`src/hdl/rcs_pkg.sv`:
```
// constants, register map and types of the run command source selector
// assumes one 100 MHz clock and a word-indexed register port
// Function
// - source 0: keypad run key starts acceleration if frequency is nonzero
// - source 0: keypad stop key makes the motor decelerate to stop
// - source 0: keypad direction setting picks forward or reverse
// - built-in keypad keys ignored while a remote keypad is connected
// - source 1: inputs one and two are separate forward and reverse run
// - source 2: input one is run, forward while input two is off
// - source 2: with run active, input two on selects reverse
// - source 3: run and stop come from the serial link settings
// - bipolar frequency source: polarity mapping applies in every run source
// - forward command: positive reference forward, negative stops then reverses
// - reverse command: positive reference reverse, negative reference forward
// - inhibit select: 0 both allowed, 1 blocks forward, 2 blocks reverse
// - autostart 1, source 1 or 2, terminal on at power-up: start
// - autorestart 1, source 1 or 2, terminal on as fault clears: start
package rcs_pkg;
   localparam int ADDR_W = 4;
   localparam int DATA_W = 32;
   localparam int FN_W = 5;
   localparam int SYNC_N = 8;

   localparam logic [ADDR_W-1:0] REG_MODE = 4'h0;
   localparam logic [ADDR_W-1:0] REG_OPTION = 4'h1;
   localparam logic [ADDR_W-1:0] REG_LINK = 4'h2;
   localparam logic [ADDR_W-1:0] REG_SERIAL = 4'h3;
   localparam logic [ADDR_W-1:0] REG_STATUS = 4'h4;

   // field positions
   localparam int MODE_SRC_LO = 0;
   localparam int MODE_FRQ_LO = 4;
   localparam int OPT_KDIR = 0;
   localparam int OPT_INH_LO = 1;
   localparam int OPT_AUTO = 3;
   localparam int OPT_RESTART = 4;
   localparam int OPT_FN1_LO = 8;
   localparam int OPT_FN2_LO = 16;
   localparam int LNK_PROT = 0;
   localparam int LNK_STN_LO = 8;
   localparam int LNK_BAUD_LO = 16;
   localparam int SER_RUN = 0;
   localparam int SER_REV = 1;

   // codes
   localparam logic [1:0] SRC_KEYPAD = 2'h0;
   localparam logic [1:0] SRC_TERM_FR = 2'h1;
   localparam logic [1:0] SRC_TERM_RD = 2'h2;
   localparam logic [1:0] SRC_SERIAL = 2'h3;
   localparam logic [3:0] FRQ_BIPOLAR = 4'h2;
   localparam logic [1:0] INH_NONE = 2'h0;
   localparam logic [1:0] INH_FWD = 2'h1;
   localparam logic [1:0] INH_REV = 2'h2;
   localparam logic [FN_W-1:0] FN_FWD_RUN = 5'h00;
   localparam logic [FN_W-1:0] FN_REV_RUN = 5'h01;
   localparam logic [7:0] STN_MIN = 8'h01;
   localparam logic [7:0] STN_MAX = 8'hfa;
   localparam logic [2:0] BAUD_MAX = 3'h4;

   // reset values
   localparam logic [1:0] RST_SRC = SRC_TERM_FR;
   localparam logic [3:0] RST_FRQ = 4'h0;
   localparam logic RST_KDIR = 1'b0;
   localparam logic [7:0] RST_STN = 8'h01;
   localparam logic [2:0] RST_BAUD = 3'h3;

   // cycles for the pin synchronisers to hold settled values
   localparam logic [2:0] SETTLE_CYCLES = 3'h4;

   // synchroniser bit positions
   localparam int PIN_IN1 = 0;
   localparam int PIN_IN2 = 1;
   localparam int PIN_KRUN = 2;
   localparam int PIN_KSTOP = 3;
   localparam int PIN_RRUN = 4;
   localparam int PIN_RSTOP = 5;
   localparam int PIN_REMOTE = 6;
   localparam int PIN_NEG = 7;

   typedef enum logic [1:0] {RCS_ST_STOP, RCS_ST_RUN, RCS_ST_REV_WAIT} rcs_state_t;
endpackage

```
`src/hdl/rcs_dir_if.sv`:
```
// direction request passed from the source selector to the direction qualifier
// assumes both ends sit on clk_sys
`timescale 1ns/1ns
interface rcs_dir_if;
   logic base_run;
   logic base_rev;
   logic ref_negative;
   logic bipolar_en;
   logic [1:0] inhibit_sel;
   logic run_ok;
   logic want_rev;
   modport src (output base_run, base_rev, ref_negative, bipolar_en, inhibit_sel,
      input run_ok, want_rev);
   modport qual (input base_run, base_rev, ref_negative, bipolar_en, inhibit_sel,
      output run_ok, want_rev);
endinterface

```
`src/hdl/rcs_pin_sync.sv`:
```
// three-stage pin synchroniser, output follows once stages two and three agree
// assumes asynchronous pins and the system clock
`timescale 1ns/1ns
module rcs_pin_sync
   import rcs_pkg::*;
(
   input wire logic clk_sys, // system clock
   input wire logic srst, // synchronous reset, high
   input wire logic [SYNC_N-1:0] pin, // raw pins
   output logic [SYNC_N-1:0] q // settled levels
);
   logic [SYNC_N-1:0] s1, s2, s3;
   logic [SYNC_N-1:0] next_s1, next_s2, next_s3, next_q;

   genvar i;
   generate
      for (i = 0; i < SYNC_N; i++) begin : g_bit
         always_comb begin
            next_s1[i] = pin[i];
            next_s2[i] = s1[i];
            next_s3[i] = s2[i];
            next_q[i] = (s2[i] == s3[i]) ? s3[i] : q[i];
         end
      end
   endgenerate

   always_ff @(posedge clk_sys) begin
      if (srst) begin
         s1 <= '0;
         s2 <= '0;
         s3 <= '0;
         q <= '0;
      end else begin
         s1 <= next_s1;
         s2 <= next_s2;
         s3 <= next_s3;
         q <= next_q;
      end
   end
endmodule

```
`src/hdl/rcs_dir_qual.sv`:
```
// applies reference polarity and per-direction inhibit to a run request
// combinational; the selector registers the result
`timescale 1ns/1ns
module rcs_dir_qual
   import rcs_pkg::*;
(
   rcs_dir_if.qual dq // request in, qualified request out
);
   logic rev;
   always_comb begin
      // with bipolar_en set, a negative reference swaps the commanded direction
      rev = dq.base_rev ^ (dq.bipolar_en & dq.ref_negative);
      dq.want_rev = rev;
      dq.run_ok = dq.base_run;
      if (dq.inhibit_sel == INH_FWD && !rev) begin
         dq.run_ok = 1'b0;
      end
      if (dq.inhibit_sel == INH_REV && rev) begin
         dq.run_ok = 1'b0;
      end
   end
endmodule

```
`src/hdl/rcs_selector.sv`:
```
// run command source selector: picks and qualifies run and direction
// assumes the ramp reports motor_stopped and protection reports fault_active
`timescale 1ns/1ns
module rcs_selector
   import rcs_pkg::*;
(
   input wire logic clk_sys, // system clock, 100 MHz
   input wire logic srst, // synchronous reset, high
   input wire logic [ADDR_W-1:0] addr, // register index
   input wire logic [DATA_W-1:0] wdata, // write data
   input wire logic wr, // write strobe
   input wire logic rd, // read strobe
   output logic [DATA_W-1:0] rdata, // read data, cycle after rd
   input wire logic multifunction_input_one, // terminal one pin
   input wire logic multifunction_input_two, // terminal two pin
   input wire logic key_run, // built-in keypad run key
   input wire logic key_stop, // built-in keypad stop/reset key
   input wire logic remote_key_run, // remote keypad run key
   input wire logic remote_key_stop, // remote keypad stop/reset key
   input wire logic remote_present, // remote keypad connected
   input wire logic ref_negative, // bipolar_voltage_reference below zero
   input wire logic freq_nonzero, // operating frequency set nonzero
   input wire logic fault_active, // drive fault present
   input wire logic motor_stopped, // ramp at zero speed
   output logic run_cmd, // accelerate/run when high, decelerate when low
   output logic dir_reverse, // commanded direction, high reverse
   output logic link_protocol_select, // serial protocol select
   output logic [7:0] station_number, // serial station number
   output logic [2:0] baud_code // serial baud-rate code
);
   rcs_dir_if dq ();

   logic [SYNC_N-1:0] pins, lvl, lvl_d;
   logic [1:0] run_src, next_run_src;
   logic [3:0] frq_src, next_frq_src;
   logic keypad_direction_select, next_kdir;
   logic [1:0] direction_inhibit_select, next_inh;
   logic power_on_autostart, next_auto;
   logic fault_reset_autorestart, next_restart;
   logic [FN_W-1:0] input_one_function, next_fn1;
   logic [FN_W-1:0] input_two_function, next_fn2;
   logic next_prot;
   logic [7:0] next_stn;
   logic [2:0] next_baud;
   logic ser_run, next_ser_run, ser_rev, next_ser_rev;
   logic [DATA_W-1:0] next_rdata;
   logic kp_latch, next_kp_latch;
   logic restart_block, next_restart_block;
   logic powerup, next_powerup;
   logic fault_d, next_fault_d;
   logic [2:0] settle, next_settle;
   rcs_state_t state, next_state;
   logic next_run_cmd, next_dir_reverse;
   logic [SYNC_N-1:0] next_lvl_d;

   // comb helpers
   logic press_run, press_stop, forward_run_input, rx, term_mode, term_level, settled;
   logic fault_clear, eff_run, src_run, src_rev;

   assign pins = {ref_negative, remote_present, remote_key_stop, remote_key_run,
      key_stop, key_run, multifunction_input_two, multifunction_input_one};

   rcs_pin_sync u_sync (
      .clk_sys(clk_sys),
      .srst(srst),
      .pin(pins),
      .q(lvl)
   );

   rcs_dir_qual u_qual (
      .dq(dq.qual)
   );

   // key presses from whichever keypad is active
   always_comb begin
      if (lvl[PIN_REMOTE]) begin
         press_run = lvl[PIN_RRUN] & ~lvl_d[PIN_RRUN];
         press_stop = lvl[PIN_RSTOP] & ~lvl_d[PIN_RSTOP];
      end else begin
         press_run = lvl[PIN_KRUN] & ~lvl_d[PIN_KRUN];
         press_stop = lvl[PIN_KSTOP] & ~lvl_d[PIN_KSTOP];
      end
   end

   // terminal decode and source selection
   always_comb begin
      forward_run_input = (input_one_function == FN_FWD_RUN && lvl[PIN_IN1])
         || (input_two_function == FN_FWD_RUN && lvl[PIN_IN2]);
      rx = (input_one_function == FN_REV_RUN && lvl[PIN_IN1])
         || (input_two_function == FN_REV_RUN && lvl[PIN_IN2]);
      term_mode = (run_src == SRC_TERM_FR) || (run_src == SRC_TERM_RD);
      src_run = 1'b0;
      src_rev = 1'b0;
      term_level = 1'b0;
      unique case (run_src)
         SRC_KEYPAD: begin
            src_run = kp_latch;
            src_rev = keypad_direction_select;
         end
         SRC_TERM_FR: begin
            // both terminals on counts as a stop request
            src_run = forward_run_input ^ rx;
            src_rev = rx;
            term_level = forward_run_input | rx;
         end
         SRC_TERM_RD: begin
            src_run = forward_run_input;
            src_rev = rx;
            term_level = forward_run_input;
         end
         SRC_SERIAL: begin
            src_run = ser_run;
            src_rev = ser_rev;
         end
      endcase
      dq.base_run = src_run;
      dq.base_rev = src_rev;
      dq.ref_negative = lvl[PIN_NEG];
      dq.bipolar_en = (frq_src == FRQ_BIPOLAR);
      dq.inhibit_sel = direction_inhibit_select;
   end

   // start gating after power-up and fault reset
   always_comb begin
      settled = (settle == SETTLE_CYCLES);
      fault_clear = fault_d & ~fault_active;
      next_fault_d = fault_active;
      next_settle = settled ? settle : settle + 3'h1;
      next_powerup = powerup & ~settled;
      next_restart_block = restart_block;
      // synchroniser outputs are meaningless until settled
      if (settled) begin
         if (!term_level) begin
            next_restart_block = 1'b0;
         end else if (powerup && power_on_autostart) begin
            next_restart_block = 1'b0;
         end
      end
      if (fault_clear && !fault_reset_autorestart) begin
         next_restart_block = 1'b1;
      end
      if (fault_clear && fault_reset_autorestart && term_level) begin
         next_restart_block = 1'b0;
      end
      eff_run = dq.run_ok && !fault_active && settled
         && !(term_mode && restart_block);
   end

   // keypad run latch
   always_comb begin
      next_kp_latch = kp_latch;
      if (press_stop || fault_active || run_src != SRC_KEYPAD) begin
         next_kp_latch = 1'b0;
      end else if (press_run && freq_nonzero) begin
         next_kp_latch = 1'b1;
      end
   end

   // run state; a direction change goes through a full stop
   always_comb begin
      next_state = state;
      next_dir_reverse = dir_reverse;
      unique case (state)
         RCS_ST_STOP: begin
            if (eff_run) begin
               next_state = RCS_ST_RUN;
               next_dir_reverse = dq.want_rev;
            end
         end
         RCS_ST_RUN: begin
            if (!eff_run) begin
               next_state = RCS_ST_STOP;
            end else if (dq.want_rev != dir_reverse) begin
               next_state = RCS_ST_REV_WAIT;
            end
         end
         RCS_ST_REV_WAIT: begin
            if (!eff_run) begin
               next_state = RCS_ST_STOP;
            end else if (motor_stopped) begin
               next_state = RCS_ST_RUN;
               next_dir_reverse = dq.want_rev;
            end
         end
         default: next_state = RCS_ST_STOP;
      endcase
      next_run_cmd = (next_state == RCS_ST_RUN);
      next_lvl_d = lvl;
   end

   // register port
   always_comb begin
      next_run_src = run_src;
      next_frq_src = frq_src;
      next_kdir = keypad_direction_select;
      next_inh = direction_inhibit_select;
      next_auto = power_on_autostart;
      next_restart = fault_reset_autorestart;
      next_fn1 = input_one_function;
      next_fn2 = input_two_function;
      next_prot = link_protocol_select;
      next_stn = station_number;
      next_baud = baud_code;
      next_ser_run = ser_run;
      next_ser_rev = ser_rev;
      next_rdata = '0;
      if (wr) begin
         unique case (addr)
            REG_MODE: begin
               next_run_src = wdata[MODE_SRC_LO +: 2];
               next_frq_src = wdata[MODE_FRQ_LO +: 4];
            end
            REG_OPTION: begin
               next_kdir = wdata[OPT_KDIR];
               // code 3 is not a valid inhibit choice
               if (wdata[OPT_INH_LO +: 2] != 2'h3) begin
                  next_inh = wdata[OPT_INH_LO +: 2];
               end
               next_auto = wdata[OPT_AUTO];
               next_restart = wdata[OPT_RESTART];
               next_fn1 = wdata[OPT_FN1_LO +: FN_W];
               next_fn2 = wdata[OPT_FN2_LO +: FN_W];
            end
            REG_LINK: begin
               next_prot = wdata[LNK_PROT];
               // out-of-range link settings are ignored
               if (wdata[LNK_STN_LO +: 8] >= STN_MIN && wdata[LNK_STN_LO +: 8] <= STN_MAX) begin
                  next_stn = wdata[LNK_STN_LO +: 8];
               end
               if (wdata[LNK_BAUD_LO +: 3] <= BAUD_MAX) begin
                  next_baud = wdata[LNK_BAUD_LO +: 3];
               end
            end
            REG_SERIAL: begin
               next_ser_run = wdata[SER_RUN];
               next_ser_rev = wdata[SER_REV];
            end
            default: ;
         endcase
      end
      if (rd) begin
         unique case (addr)
            REG_MODE: begin
               next_rdata[MODE_SRC_LO +: 2] = run_src;
               next_rdata[MODE_FRQ_LO +: 4] = frq_src;
            end
            REG_OPTION: begin
               next_rdata[OPT_KDIR] = keypad_direction_select;
               next_rdata[OPT_INH_LO +: 2] = direction_inhibit_select;
               next_rdata[OPT_AUTO] = power_on_autostart;
               next_rdata[OPT_RESTART] = fault_reset_autorestart;
               next_rdata[OPT_FN1_LO +: FN_W] = input_one_function;
               next_rdata[OPT_FN2_LO +: FN_W] = input_two_function;
            end
            REG_LINK: begin
               next_rdata[LNK_PROT] = link_protocol_select;
               next_rdata[LNK_STN_LO +: 8] = station_number;
               next_rdata[LNK_BAUD_LO +: 3] = baud_code;
            end
            REG_SERIAL: begin
               next_rdata[SER_RUN] = ser_run;
               next_rdata[SER_REV] = ser_rev;
            end
            REG_STATUS: begin
               next_rdata[0] = run_cmd;
               next_rdata[1] = dir_reverse;
               next_rdata[3:2] = state;
               next_rdata[4] = restart_block;
               next_rdata[5] = kp_latch;
               next_rdata[6 +: SYNC_N] = lvl;
            end
            default: ;
         endcase
      end
   end

   always_ff @(posedge clk_sys) begin
      if (srst) begin
         run_src <= RST_SRC;
         frq_src <= RST_FRQ;
         keypad_direction_select <= RST_KDIR;
         direction_inhibit_select <= INH_NONE;
         power_on_autostart <= 1'b0;
         fault_reset_autorestart <= 1'b0;
         input_one_function <= FN_FWD_RUN;
         input_two_function <= FN_REV_RUN;
         link_protocol_select <= 1'b0;
         station_number <= RST_STN;
         baud_code <= RST_BAUD;
         ser_run <= 1'b0;
         ser_rev <= 1'b0;
         rdata <= '0;
         kp_latch <= 1'b0;
         restart_block <= 1'b1;
         powerup <= 1'b1;
         fault_d <= 1'b0;
         settle <= 3'h0;
         state <= RCS_ST_STOP;
         run_cmd <= 1'b0;
         dir_reverse <= 1'b0;
         lvl_d <= '0;
      end else begin
         run_src <= next_run_src;
         frq_src <= next_frq_src;
         keypad_direction_select <= next_kdir;
         direction_inhibit_select <= next_inh;
         power_on_autostart <= next_auto;
         fault_reset_autorestart <= next_restart;
         input_one_function <= next_fn1;
         input_two_function <= next_fn2;
         link_protocol_select <= next_prot;
         station_number <= next_stn;
         baud_code <= next_baud;
         ser_run <= next_ser_run;
         ser_rev <= next_ser_rev;
         rdata <= next_rdata;
         kp_latch <= next_kp_latch;
         restart_block <= next_restart_block;
         powerup <= next_powerup;
         fault_d <= next_fault_d;
         settle <= next_settle;
         state <= next_state;
         run_cmd <= next_run_cmd;
         dir_reverse <= next_dir_reverse;
         lvl_d <= next_lvl_d;
      end
   end
endmodule

```
`config.mk`:
```
export PLATFORM = sky130hd
export DESIGN_NAME = rcs_selector
export DESIGN_NICKNAME = d
export VERILOG_FILES = /design/src/hdl/rcs_pkg.sv /design/src/hdl/rcs_dir_if.sv /design/src/hdl/rcs_pin_sync.sv /design/src/hdl/rcs_dir_qual.sv /design/src/hdl/rcs_selector.sv
export SDC_FILE = /design/constraint.sdc
export NUM_CORES = 1
export LEC_CHECK = 0
export ABC_AREA = 1
export BUFFER_PORTS_ARGS = -buffer_cell sky130_fd_sc_hd__buf_2
export CAP_MARGIN = 15
export CORE_MARGIN = 2
export CORE_UTILIZATION = 47
export DETAILED_ROUTE_END_ITERATION = 10
export HOLD_SLACK_MARGIN = 0.05
export MAX_ROUTING_LAYER = met4
export PLACE_DENSITY = 0.75
export SYNTH_ARGS = -nofsm -noshare
export SYNTH_HDL_FRONTEND = slang
export SYNTH_SLANG_ARGS = --single-unit
```
`constraint.sdc`:
```
create_clock -name clk_sys -period 1.7 [get_ports clk_sys]
set_clock_uncertainty 0.05 [all_clocks]
set_input_delay 0.085 -clock clk_sys [delete_from_list [all_inputs] [get_ports clk_sys]]
set_output_delay 0.085 -clock clk_sys [all_outputs]
set_load 0.1 [all_outputs]
```
# Yosys cells after proc, flatten, opt, wreduce, memory -nomap -nowiden
# Index checks and enable logic that the tools add are counted.
# classes
add_sub_neg	1
mul	0
n_div	0
n_lt_le_gt_ge	3
eq_ne	30
shifts	0
muxes	30
bitwise	19
n_reduce_logical	47
# ops
operator	count
$logic_and A1 B1 Y1	16
$pmux W5 S3	1
$eq A4 B2 Y1 const B	3
$mux W1	12
$pmux W3 S2	2
$eq A5 B1 Y1 const B	2
$logic_not A5 Y1	2
$mux W2	5
$reduce_and A2 Y1	5
$not A1 Y1	9
$reduce_and A3 Y1	3
$eq A1 B1 Y1	8
$eq A2 B1 Y1 const B	4
$eq A2 B2 Y1 const B	4
$ge A8 B1 Y1 const B	1
$le A8 B8 Y1 const B	1
$ne A2 B2 Y1 const B	4
$pmux W1 S4	2
$and A1 B1 Y1	7
$pmux W1 S2	3
$pmux W1 S3	2
$pmux W2 S3	1
$reduce_or A2 Y1	3
$reduce_or A3 Y1	2
other kinds (18)	28
# totals
reg_bits	116
latch_bits	0
mem_bits_rw	0
mem_bits_ro	0
input_bits	51
output_inout_bits	46
n_memories	0

# Longest topological paths before layout
# Gate-level depths: netlist of run 1.
# logic_depth
depth_word	15
mapped_depth	13
ltp_nobuf	13

# Hierarchy
# A second synthesis of run 1 with hierarchy kept.
# unflattened
cells_unflattened	523
hier_area_um2	4144.0
# modules_own_cells
module	instances	cells_per_inst	area_each_um2	seq_area_each_um2
rcs_selector	1	403	3103.0	1421.4
rcs_pin_sync	1	108	970.9	640.6
rcs_dir_qual	1	12	70.1	0.0

# Worst setup path after synthesis of run 1
# Ideal clock, no wire load.
# synth_timing
kind	register to register
from	register u_sync.q[0]
to	register dir_reverse
setup_time_ns	0.116
arrival_time_ns	1.653
t_required_ns	1.534
path_slack_ns	-0.118
stages_incl_launch_ff	13
path_buffers	0
period_less_slack_ns	1.818
cell_sequence	dfxtp_1 inv_1 nor2_1 nand2_1 o21ai_0 inv_1 ha_1 a221oi_1 a21oi_1 nand3_1 nor2_1 nor2_1 nor2_1
# synth_between
elab_chain_cells	13
word_cells_on_any_way	23
# synth_rtl
element	line_no	text
start: declaration	rcs_pin_sync.sv:10	output logic [SYNC_N-1:0] q
start signal: assignment	rcs_pin_sync.sv:37	q <= next_q;
$logic_and A1 B1 Y1	rcs_selector.sv:89	rx = (input_one_function == FN_REV_RUN && lvl[PIN_IN1])
$logic_or A1 B1 Y1	rcs_selector.sv:90	|| (input_two_function == FN_REV_RUN && lvl[PIN_IN2]);
$pmux W1 S3	rcs_selector.sv:95	unique case (run_src)
$xor A1 B1 Y1	rcs_dir_qual.sv:12	rev = dq.base_rev ^ (dq.bipolar_en & dq.ref_negative);
$logic_not A1 Y1	rcs_dir_qual.sv:15	if (dq.inhibit_sel == INH_FWD && !rev) begin
$logic_and A1 B1 Y1	rcs_dir_qual.sv:15	
$mux W1	rcs_dir_qual.sv:15	
$mux W1	rcs_dir_qual.sv:18	if (dq.inhibit_sel == INH_REV && rev) begin
$logic_and A1 B1 Y1 (2 in series)	rcs_selector.sv:145	eff_run = dq.run_ok && !fault_active && settled
$logic_and A1 B1 Y1	rcs_selector.sv:146	&& !(term_mode && restart_block);
$ne A2 B2 Y1 (no line)	--	
$reduce_and A4 Y1 (no line)	--	
end signal: assignment	rcs_selector.sv:324	dir_reverse <= next_dir_reverse;
end: declaration	rcs_selector.sv:26	output logic dir_reverse,
# Several ways; a longest one is shown, not always the timed one. The select of a mux whose other input is x is not followed.
# A chain may end at the register's enable or synchronous reset.

# Worst setup path in the final report of run 1
# Ends and elaborated chain as after synthesis.

==> flow_summary.toml, run 1 <==
[layout]
fin_area_um2 = 5240
fillCellCount = 697
final_layout_size_suffix_gt1_share_pct = 23.5
area_growth_pct = 31.1
num-nets-final = 701
antennaDiodeCount = 0
fin_cells = 752
utilization_pct = 63.8

[power]
power_mw = 4.64
worst_ir_drop_vdd_uv = 564
power_density_nw_per_um2 = 885
p_leak_nw = 2.37

[global_routing]
antenna_found_initial = 0
grt_max_degree = 40
grt_pass1_wl_um = 16000
grtUsageTotal_pct = 23.6
overflow = 0
grt_pass1_vias = 3560

[sta]
whs_ns = 0.121
setup_tns_ns = -0.0745
fin_crit_ns = 1.77
fmax_mhz = 565
rsz0062_at_grt = "yes"
final-hold-violation-count = 0
slew_viol_final = 0
setup_ws_ns = -0.0709
setup_viol = 2
period_share_pct = 104

[die]
row_count = 33
start_util_pct = 48.7
core-area_um2 = 8220
die_h_um = 96.2
io_pins = 97
dieArea_um2 = 9260
die_w_um = 96.2

[yosys]
yosysWarnings = 0
synth.avg_cell_area_um2 = 7.90
synth_area_um2 = 4000
ys_seq_area_share_pct = 51.6
yosys_register_bits = 103
synth_cells = 506
synth_cell_types = 37

[cts]
cts_buffers = 9
clockBufferDepth = 2
clock_sinks = 103
cts-root-buf = "clkbuf_8"
cts_tree = "done"
path_clk_slew_ns = 0.10
insertion_delay_ns = 0.37
htreeDepth = 3

[setup_path]
required_ns = 1.93
critPathLaunchType = "flip-flop"
r2r_start = "u_sync.q[0]$_SDFFE_PP0N_"
worstPathMaxFanout = 3
worst_setup_path_end_kind = "flip-flop"
reg2reg_slack_ns = -0.07
reg2reg_depth = 12
crit_arrival_ns = 2.00
crit_type = "reg -> reg"
r2r_end = "dir_reverse$_SDFFE_PP0P_"

[route]
wl_um = 10400
wl_met3_um = 679
post_drt_via_cell_ratio = 5.04
drt-initial-drc-count = 182
drc = 0
maxUsedRoutingLayer = "met4"
final_antenna_net_count = 0
wl_per_cell_um = 13.8
wl_met2_um = 5320
drtPass1Iterations = 5
vias = 3791
met1Wirelength_um = 4130

[placement]
dp_cells = 698
dpl.hpwl_um = 7270
pre_cts_ws_ns = -0.158
postPlaceCellArea_um2 = 4600
gp_congestion = 0.879
io_buffers = 74

[min_path]
hold_depth = 5
worst_hold_path_type = "in -> reg"
holdPathEnd = "ser_run$_SDFFE_PP0P_"
hold_start = "addr[1]"

[outcome]
status = "complete, but fails checks"
violations = "negative setup slack"

[flow_run]
max_cap_viol_count = 0
[per-layer routing]
metal	track usage [%]	vias up
met4	8.21	0
met2	40.9	145
met1	26.2	1760
met3	6.34	21
li1	-	1865
met5	-	-
[cell type report]
type	instances	area, um^2	share of cell area, %
inverters	92	345	6.59
clock inverters	6	62.6	1.19
flip-flops and latches	103	2060	39.4
well taps	105	131	2.51
clock buffers	10	128	2.44
repair buffers	138	936	17.9
multi-input cells	298	1570	30.0
[how the worst max path moves through the flow]
| stage | startpoint | cells past startpoint | slack (ns) | endpoint |
|---|---|---|---|---|
| 2_1_floorplan | u_sync.q[0]$_SDFFE_PP0N_ | 12 | 0.008 | dir_reverse$_SDFFE_PP0P_ |
| 3_5_place_dp | u_sync.q[1]$_SDFFE_PP0N_ | 10 | -0.16 | state[1]$_SDFF_PP0_ |
| 5_1_grt | u_sync.q[0]$_SDFFE_PP0N_ | 12 | -0.19 | dir_reverse$_SDFFE_PP0P_ |
| 6_report | u_sync.q[0]$_SDFFE_PP0N_ | 12 | -0.07 | dir_reverse$_SDFFE_PP0P_ |
| 4_1_cts | u_sync.q[0]$_SDFFE_PP0N_ | 12 | -0.006 | dir_reverse$_SDFFE_PP0P_ |
| 3_3_place_gp | u_sync.q[0]$_SDFFE_PP0N_ | 12 | -0.1 | dir_reverse$_SDFFE_PP0P_ |
[logic make-up (layout without fill, tap and decap cells)]
kind of cell             Yosys count  in the layout  share of synthesized area, %
flip-flops                       103            103                          51.6
XOR/XNOR                           1              1                         0.219
buffers and inverters            115            246                          12.0
AND/OR/NAND/NOR                  169            169                          18.1
AO/OA/AOI/OAI                    109            109                          15.5
adder cells (fa/ha/maj)            8              8                          2.50
other                              1             11                        0.0938
[power by group]
part | leakage, nW | switching (mW) | total [mW] | internal, mW
clock network | 0.0965 | 0.903 | 1.48 | 0.574
registers | 0.838 | 0.0483 | 2.55 | 2.50
logic | 1.43 | 0.406 | 0.612 | 0.205
[placed cells by master, fill, tap and decap left out, types with 2 or more instances in the layout]
master / instances
inv_2: 7
nand2_2: 4
clkbuf_8: 9
nor2_4: 3
buf_2: 74
nor4_1: 2
a221oi_1: 2
dfxtp_1: 101
o21ai_1: 3
nand3_1: 23
conb_1: 11
dfxtp_2: 2
a21oi_1: 46
o32ai_1: 2
inv_1: 85
o221ai_1: 6
o21ai_0: 34
dlygate4sd3_1: 34
nand4_1: 3
nand2_1: 55
ha_4: 2
inv_6: 3
a211oi_1: 4
ha_1: 5
buf_4: 30
nor2_2: 5
nor2_1: 67
o22ai_1: 3
[flip-flops by register name (all words and copies together) (netlist names), 2 cells and up]
signal	cells
rdata	21
station_number	8
u_sync.next_s2	8
u_sync.next_s3	8
u_sync.q	8
u_sync.s3	8
input_one_function	5
input_two_function	5
frq_src	4
lvl_d	4
baud_code	3
settle	3
direction_inhibit_select	2
run_src	2
state	2
[repair_timing]
action | 4_1_cts | 5_1_grt
endpoints found under the setup margin | 5 | 5
pin swaps | 4 | 12
hold buffers | 34 | 0
cloned | 0 | 0
gates resized for setup | 11 | 13
setup buffers | 3 | 1
endpoints found under the hold margin | 48 | 0
[cells in the mapped netlist]
cell type	count	area, um^2
nor4_1	2	12.5
buf_6	1	11.3
inv_2	3	11.3
a221oi_1	3	26.3
or2_2	1	6.26
dfxtp_1	103	2060
nand2_1	59	221
nor3_1	1	5.00
nor3_4	1	16.3
o221ai_1	6	52.6
nor3_2	1	10.0
inv_1	89	334
a21boi_0	1	7.51
nand3_1	24	120
conb_1	1	3.75
or2_1	1	6.26
ha_1	8	100
nor2_2	2	12.5
o21ai_1	2	10.0
nand4_1	3	18.8
o32ai_1	2	17.5
o21ai_0	36	180
and3_1	1	6.26
buf_4	11	82.6
o211ai_1	1	7.51
a21oi_1	47	235
clkbuf_1	9	33.8
buf_1	2	7.51
a211oi_1	4	30.0
o31ai_1	1	7.51
a22oi_1	1	7.51
o2111ai_1	1	8.76
nor2_1	71	267
a2111oi_0	1	8.76
nor2_4	2	22.5
xnor2_1	1	8.76
o22ai_1	3	18.8
[worst max-delay path: stages (launching register included)]
cell and delay, ns:
dfxtp_2 0.34, inv_2 0.05, nor2_4 0.09, nand2_2 0.06, o21ai_2 0.18, inv_2 0.07
ha_4 0.24, a221oi_2 0.23, a21oi_2 0.11, nand3_1 0.09, nor2_1 0.04, nor2_1 0.08
nor2_1 0.05
(Power assumes the default switching activity.)
==> inputs of run 2 (changes only) <==
--- a/config.mk
+++ b/config.mk
@@ -13,7 +13,8 @@
 export DETAILED_ROUTE_END_ITERATION = 10
 export HOLD_SLACK_MARGIN = 0.05
 export MAX_ROUTING_LAYER = met4
-export PLACE_DENSITY = 0.75
+export PLACE_DENSITY = 0.77
 export SYNTH_ARGS = -nofsm -noshare
 export SYNTH_HDL_FRONTEND = slang
 export SYNTH_SLANG_ARGS = --single-unit
+export TNS_END_PERCENT = 20
==> flow_summary.toml, run 2 (synthesis results as in run 1) <==
[layout]
num-nets-final = 697
final_cell_mix = "101 x dfxtp_1, 87 x inv_1, 74 x buf_2"
final_common_cell = "dfxtp_1"
top_register = "rdata"
final_layout_size_suffix_gt1_share_pct = 21.5
largest_register_ffs = 21
utilization_pct = 63.4
antennaDiodeCount = 0
area_growth_pct = 30.3
fillCellCount = 717

[route]
drc = 0
final_antenna_net_count = 0
wl_um = 10000
drt-initial-drc-count = 199
wl_per_cell_um = 13.4
drtPass1Iterations = 5
vias = 3764
post_drt_via_cell_ratio = 5.03

[sta]
rsz0062_at_grt = "yes"
setup_viol = 3
fmax_mhz = 566
period_share_pct = 104
slew_viol_final = 0
setup_ws_ns = -0.0667
fin_crit_ns = 1.77
setup_tns_ns = -0.0951
final-hold-violation-count = 0

[global_routing]
antenna_found_initial = 0
grtUsageTotal_pct = 23.4
overflow = 0
grt_pass1_vias = 3418
grt_max_degree = 40
grt_pass1_wl_um = 16100

[die]
start_util_pct = 48.7
die_h_um = 96.2
row_count = 33
io_pins = 97
die_w_um = 96.2
dieArea_um2 = 9260
core-area_um2 = 8220

[setup_path]
crit_type = "reg -> reg"
worst_setup_path_end_kind = "flip-flop"
worstPathMaxFanout = 3
critPathLaunchType = "flip-flop"
required_ns = 1.92
crit_arrival_ns = 1.99

[power]
worst_ir_drop_vdd_uv = 514
power_mw = 4.77
power_density_nw_per_um2 = 915
p_leak_nw = 2.36

[cts]
clockBufferDepth = 2
cts-root-buf = "clkbuf_8"
clock_sinks = 103
path_clk_slew_ns = 0.10
htreeDepth = 3
insertion_delay_ns = 0.36
cts_buffers = 9
cts_tree = "done"
post_cts_buffers = 0

[outcome]
status = "complete, but fails checks"
violations = "negative setup slack"

[placement]
io_buffers = 74
dpl.hpwl_um = 7130
gp_congestion = 0.924
pre_cts_ws_ns = -0.133

[flow_run]
max_cap_viol_count = 0

[min_path]
worst_hold_path_type = "in -> reg"
run 2: layout make-up:
type                       count  area, um^2  area share, %
inverter                      92         345           6.63
sequential                   103        2060           39.6
clock buffer                  11         131           2.52
multi-input combinational    298        1550           29.8
tap                          105         131           2.52
timing repair buffer         134         906           17.4
clock inverter                 5        81.3           1.56
run 2: path summary, 6_finish.rpt:
| check | from | end | slack (ns) | cells after the start |
|---|---|---|---|---|
| max | u_sync.q[1]$_SDFFE_PP0N_ | dir_reverse$_SDFFE_PP0P_ | -0.07 | 12 |
| min | srst | restart_block$_SDFFE_PP1P_ | 0.09 | 3 |
| max reg2reg | u_sync.q[1]$_SDFFE_PP0N_ | dir_reverse$_SDFFE_PP0P_ | -0.07 | 12 |
| min reg2reg | u_sync.next_s2[6]$_SDFF_PP0_ | u_sync.next_s3[6]$_SDFF_PP0_ | 0.35 | 2 |
run 2: critical path, cell delays in order (launching register included):
cell	delay [ns]
dfxtp_2	0.34
inv_1	0.05
nor2_2	0.10
nand3_1	0.09
nand2_1	0.09
inv_1	0.08
ha_4	0.25
a221oi_4	0.25
a21oi_2	0.12
nand3_1	0.08
nor2_1	0.04
nor2_1	0.10
nor2_1	0.04
run 2: power breakdown:
part	internal [mW]	leakage, nW	switching (mW)
registers	2.50	0.838	0.0477
logic	0.195	1.42	0.392
clock network	0.834	0.104	0.803
run 2: timing repair:
item,CTS,global route
hold buffers,34,0
resized for setup,10,5
pin swaps,4,8
hold endpoints to repair,46,0
endpoints found under the setup margin,4,9
run 2: through the flow:
stage,area (um^2),hold WS [ns],instances
6_report,5210,0.0944,748
5_1_grt,5210,0.126,748
4_1_cts,5190,0.0768,748
3_5_place_dp,4600,0.244,698
3_3_place_gp,4600,0.233,698
2_1_floorplan,4040,0.142,516
run 2: layer usage:
| layer | up-vias | wire length, um | track usage, % |
|---|---|---|---|
| met5 | - | 0 | - |
| met4 | 0 | 272 | 10.1 |
| met3 | 26 | 575 | 4.31 |
| met2 | 135 | 4910 | 38.3 |
| met1 | 1745 | 4270 | 28.2 |
| li1 | 1858 | - | - |
==> inputs of run 3 (changes only) <==
--- a/config.mk
+++ b/config.mk
@@ -10,6 +10,7 @@
 export CAP_MARGIN = 15
 export CORE_MARGIN = 2
 export CORE_UTILIZATION = 47
+export CTS_BUF_LIST = sky130_fd_sc_hd__clkbuf_16
 export DETAILED_ROUTE_END_ITERATION = 10
 export HOLD_SLACK_MARGIN = 0.05
 export MAX_ROUTING_LAYER = met4
==> constraint.sdc (replaced) <==
create_clock -name clk_sys -period 1.7 [get_ports clk_sys]
set_clock_uncertainty 0.05 [all_clocks]
set_input_delay 0.255 -clock clk_sys [delete_from_list [all_inputs] [get_ports clk_sys]]
set_output_delay 0.255 -clock clk_sys [all_outputs]
set_load 0.1 [all_outputs]
==> flow_summary.toml, run 3 (synthesis results as in run 1) <==
[cts]
cts_tree = "done"
clockBufferDepth = 2
post_cts_buffers = 0
cts-root-buf = "clkbuf_16"
cts_buffers = 9
hold_buffers = 0
clock_sinks = 103
htreeDepth = 3
path_clk_slew_ns = 0.07
insertion_delay_ns = 0.34

[setup_path]
critical_path.top_delay_family = "compound AO/OA/AOI/OAI gates"
r2r_start = "input_one_function[2]$_SDFFE_PP0P_"
crit_arrival_ns = 1.94
startpoint = "input_one_function[2]$_SDFFE_PP0P_"
cp_common_cell = "nor2_1"
crit_type = "reg -> reg"
worst_setup_path_end_kind = "flip-flop"
worstPathMaxFanout = 3
crit_buf_inv = 1
critPathLaunchType = "flip-flop"
slowest_stage = "dfxtp_2"
worst_path_largest_cell_delay_ns = 0.33
path_cells = "nor2_2, nand2_1, o21ai_2, inv_2, ha_4, a221oi_2, a21oi_2, nand3_1, nor2_1, nor2_1, nor2_1"
required_ns = 1.89

[route]
vias = 3568
post_drt_via_cell_ratio = 4.96
wl_per_cell_um = 13.1
drc = 0
wl_um = 9420
final_antenna_net_count = 0
drt-initial-drc-count = 145
drtPass1Iterations = 5

[flow_run]
max_cap_viol_count = 0

[power]
switching_power_mw = 1.36
p_leak_nw = 2.28
comb_power_share_pct = 10.6
swShare_pct = 27.1
power_frac_seq_pct = 50.6
worst_ir_drop_vdd_uv = 712
power.share.clock_pct = 38.8
power_density_nw_per_um2 = 1010
p_int_mw = 3.66

[sta]
whs_ns = 0.0582
setup_tns_ns = -0.0796
setup_viol = 4
fin_crit_ns = 1.75
slew_viol_final = 0
setup_ws_ns = -0.0464
period_share_pct = 103
final-hold-violation-count = 0
fmax_mhz = 573
rsz0062_at_grt = "yes"

[layout]
fin_cells = 720
largest_register_ffs = 21
area_growth_pct = 24.3
fin_area_um2 = 4970
final_layout_size_suffix_gt1_share_pct = 23.6
final_cell_mix = "100 x dfxtp_1, 87 x inv_1, 74 x buf_2"
antennaDiodeCount = 0
final_common_cell = "dfxtp_1"
num-nets-final = 669
top_register = "rdata"

[global_routing]
overflow = 0
antenna_found_initial = 0
grtUsageMet2_pct = 36.7
grtUsageTotal_pct = 21.5
top_usage_layer = "met2"
grt_pass1_wl_um = 14800
grt_max_degree = 25
use_met3_pct = 4.93
use_met1_pct = 24.9
grt_pass1_vias = 3292

[placement]
dp_cells = 704
dpl.hpwl_um = 7130
gp_congestion = 0.941
postPlaceCellArea_um2 = 4650
io_buffers = 74
pre_cts_ws_ns = -0.180

[outcome]
status = "complete, but fails checks"
violations = "negative setup slack"

[die]
dieArea_um2 = 9260
core-area_um2 = 8220
start_util_pct = 48.7
row_count = 33
die_h_um = 96.2
io_pins = 97
die_w_um = 96.2

[min_path]
worst_hold_path_type = "in -> reg"
hold_start = "remote_present"
run 3: cell count changes in the layout (fill, tap and decap cells not counted), moves of 2 or more:
| cell | change |
|---|---|
| inv_8 | +2 |
| buf_4 | +6 |
| clkbuf_1 | -2 |
| clkbuf_16 | +9 |
| dlygate4sd3_1 | -34 |
| bufinv_16 | -2 |
| clkbuf_8 | -9 |
run 3: stage by stage:
stage / utilization [%] / power, mW
global route: 60.5 / 5.22
detailed placement: 56.6 / 3.12
CTS: 60.4 / 5.05
global placement: 56.6 / 3.10
floorplan: - / 2.98
finish: 60.5 / 5.03
run 3: layer usage:
metal | vias to the layer above | wire length, um
met5 | - | 0
met1 | 1656 | 4090
li1 | 1809 | -
met2 | 89 | 4740
met3 | 14 | 463
met4 | 0 | 132
run 3: worst paths after layout:
path         slack, ns                           end  cells after the start
min               0.06  u_sync.next_s2[6]$_SDFF_PP0_                      3
max              -0.05      dir_reverse$_SDFFE_PP0P_                     11
min reg2reg       0.36  u_sync.next_s3[2]$_SDFF_PP0_                      2
max reg2reg      -0.05      dir_reverse$_SDFFE_PP0P_                     11
run 3: layout make-up:
type / instances / area, um^2
Inverter: 92 / 345
Clock buffer: 9 / 225
Timing Repair Buffer: 106 / 611
Multi-Input combinational cell: 298 / 1530
Fill cell: 750 / 3250
Clock inverter: 7 / 55.1
Tap cell: 105 / 131
Sequential cell: 103 / 2070
run 3: power groups by stage:
stage / clock network [mW] / logic (mW) / registers (mW)
floorplan: 0 / 0.339 / 2.64
global placement: 0 / 0.506 / 2.59
detailed placement: 0 / 0.522 / 2.60
CTS: 1.98 / 0.527 / 2.54
global route: 2.09 / 0.578 / 2.55
finish: 1.95 / 0.533 / 2.54
run 3: worst min-delay path, delay by kind of cell:
kind          cells  cell delay [ns]
buf+inv           2             0.10
simple gates      1             0.06
run 3: what timing repair did:
action	in CTS	in global routing
gates cloned	0	0
pin swaps	8	2
resized for setup	10	4
setup endpoints to repair	5	5
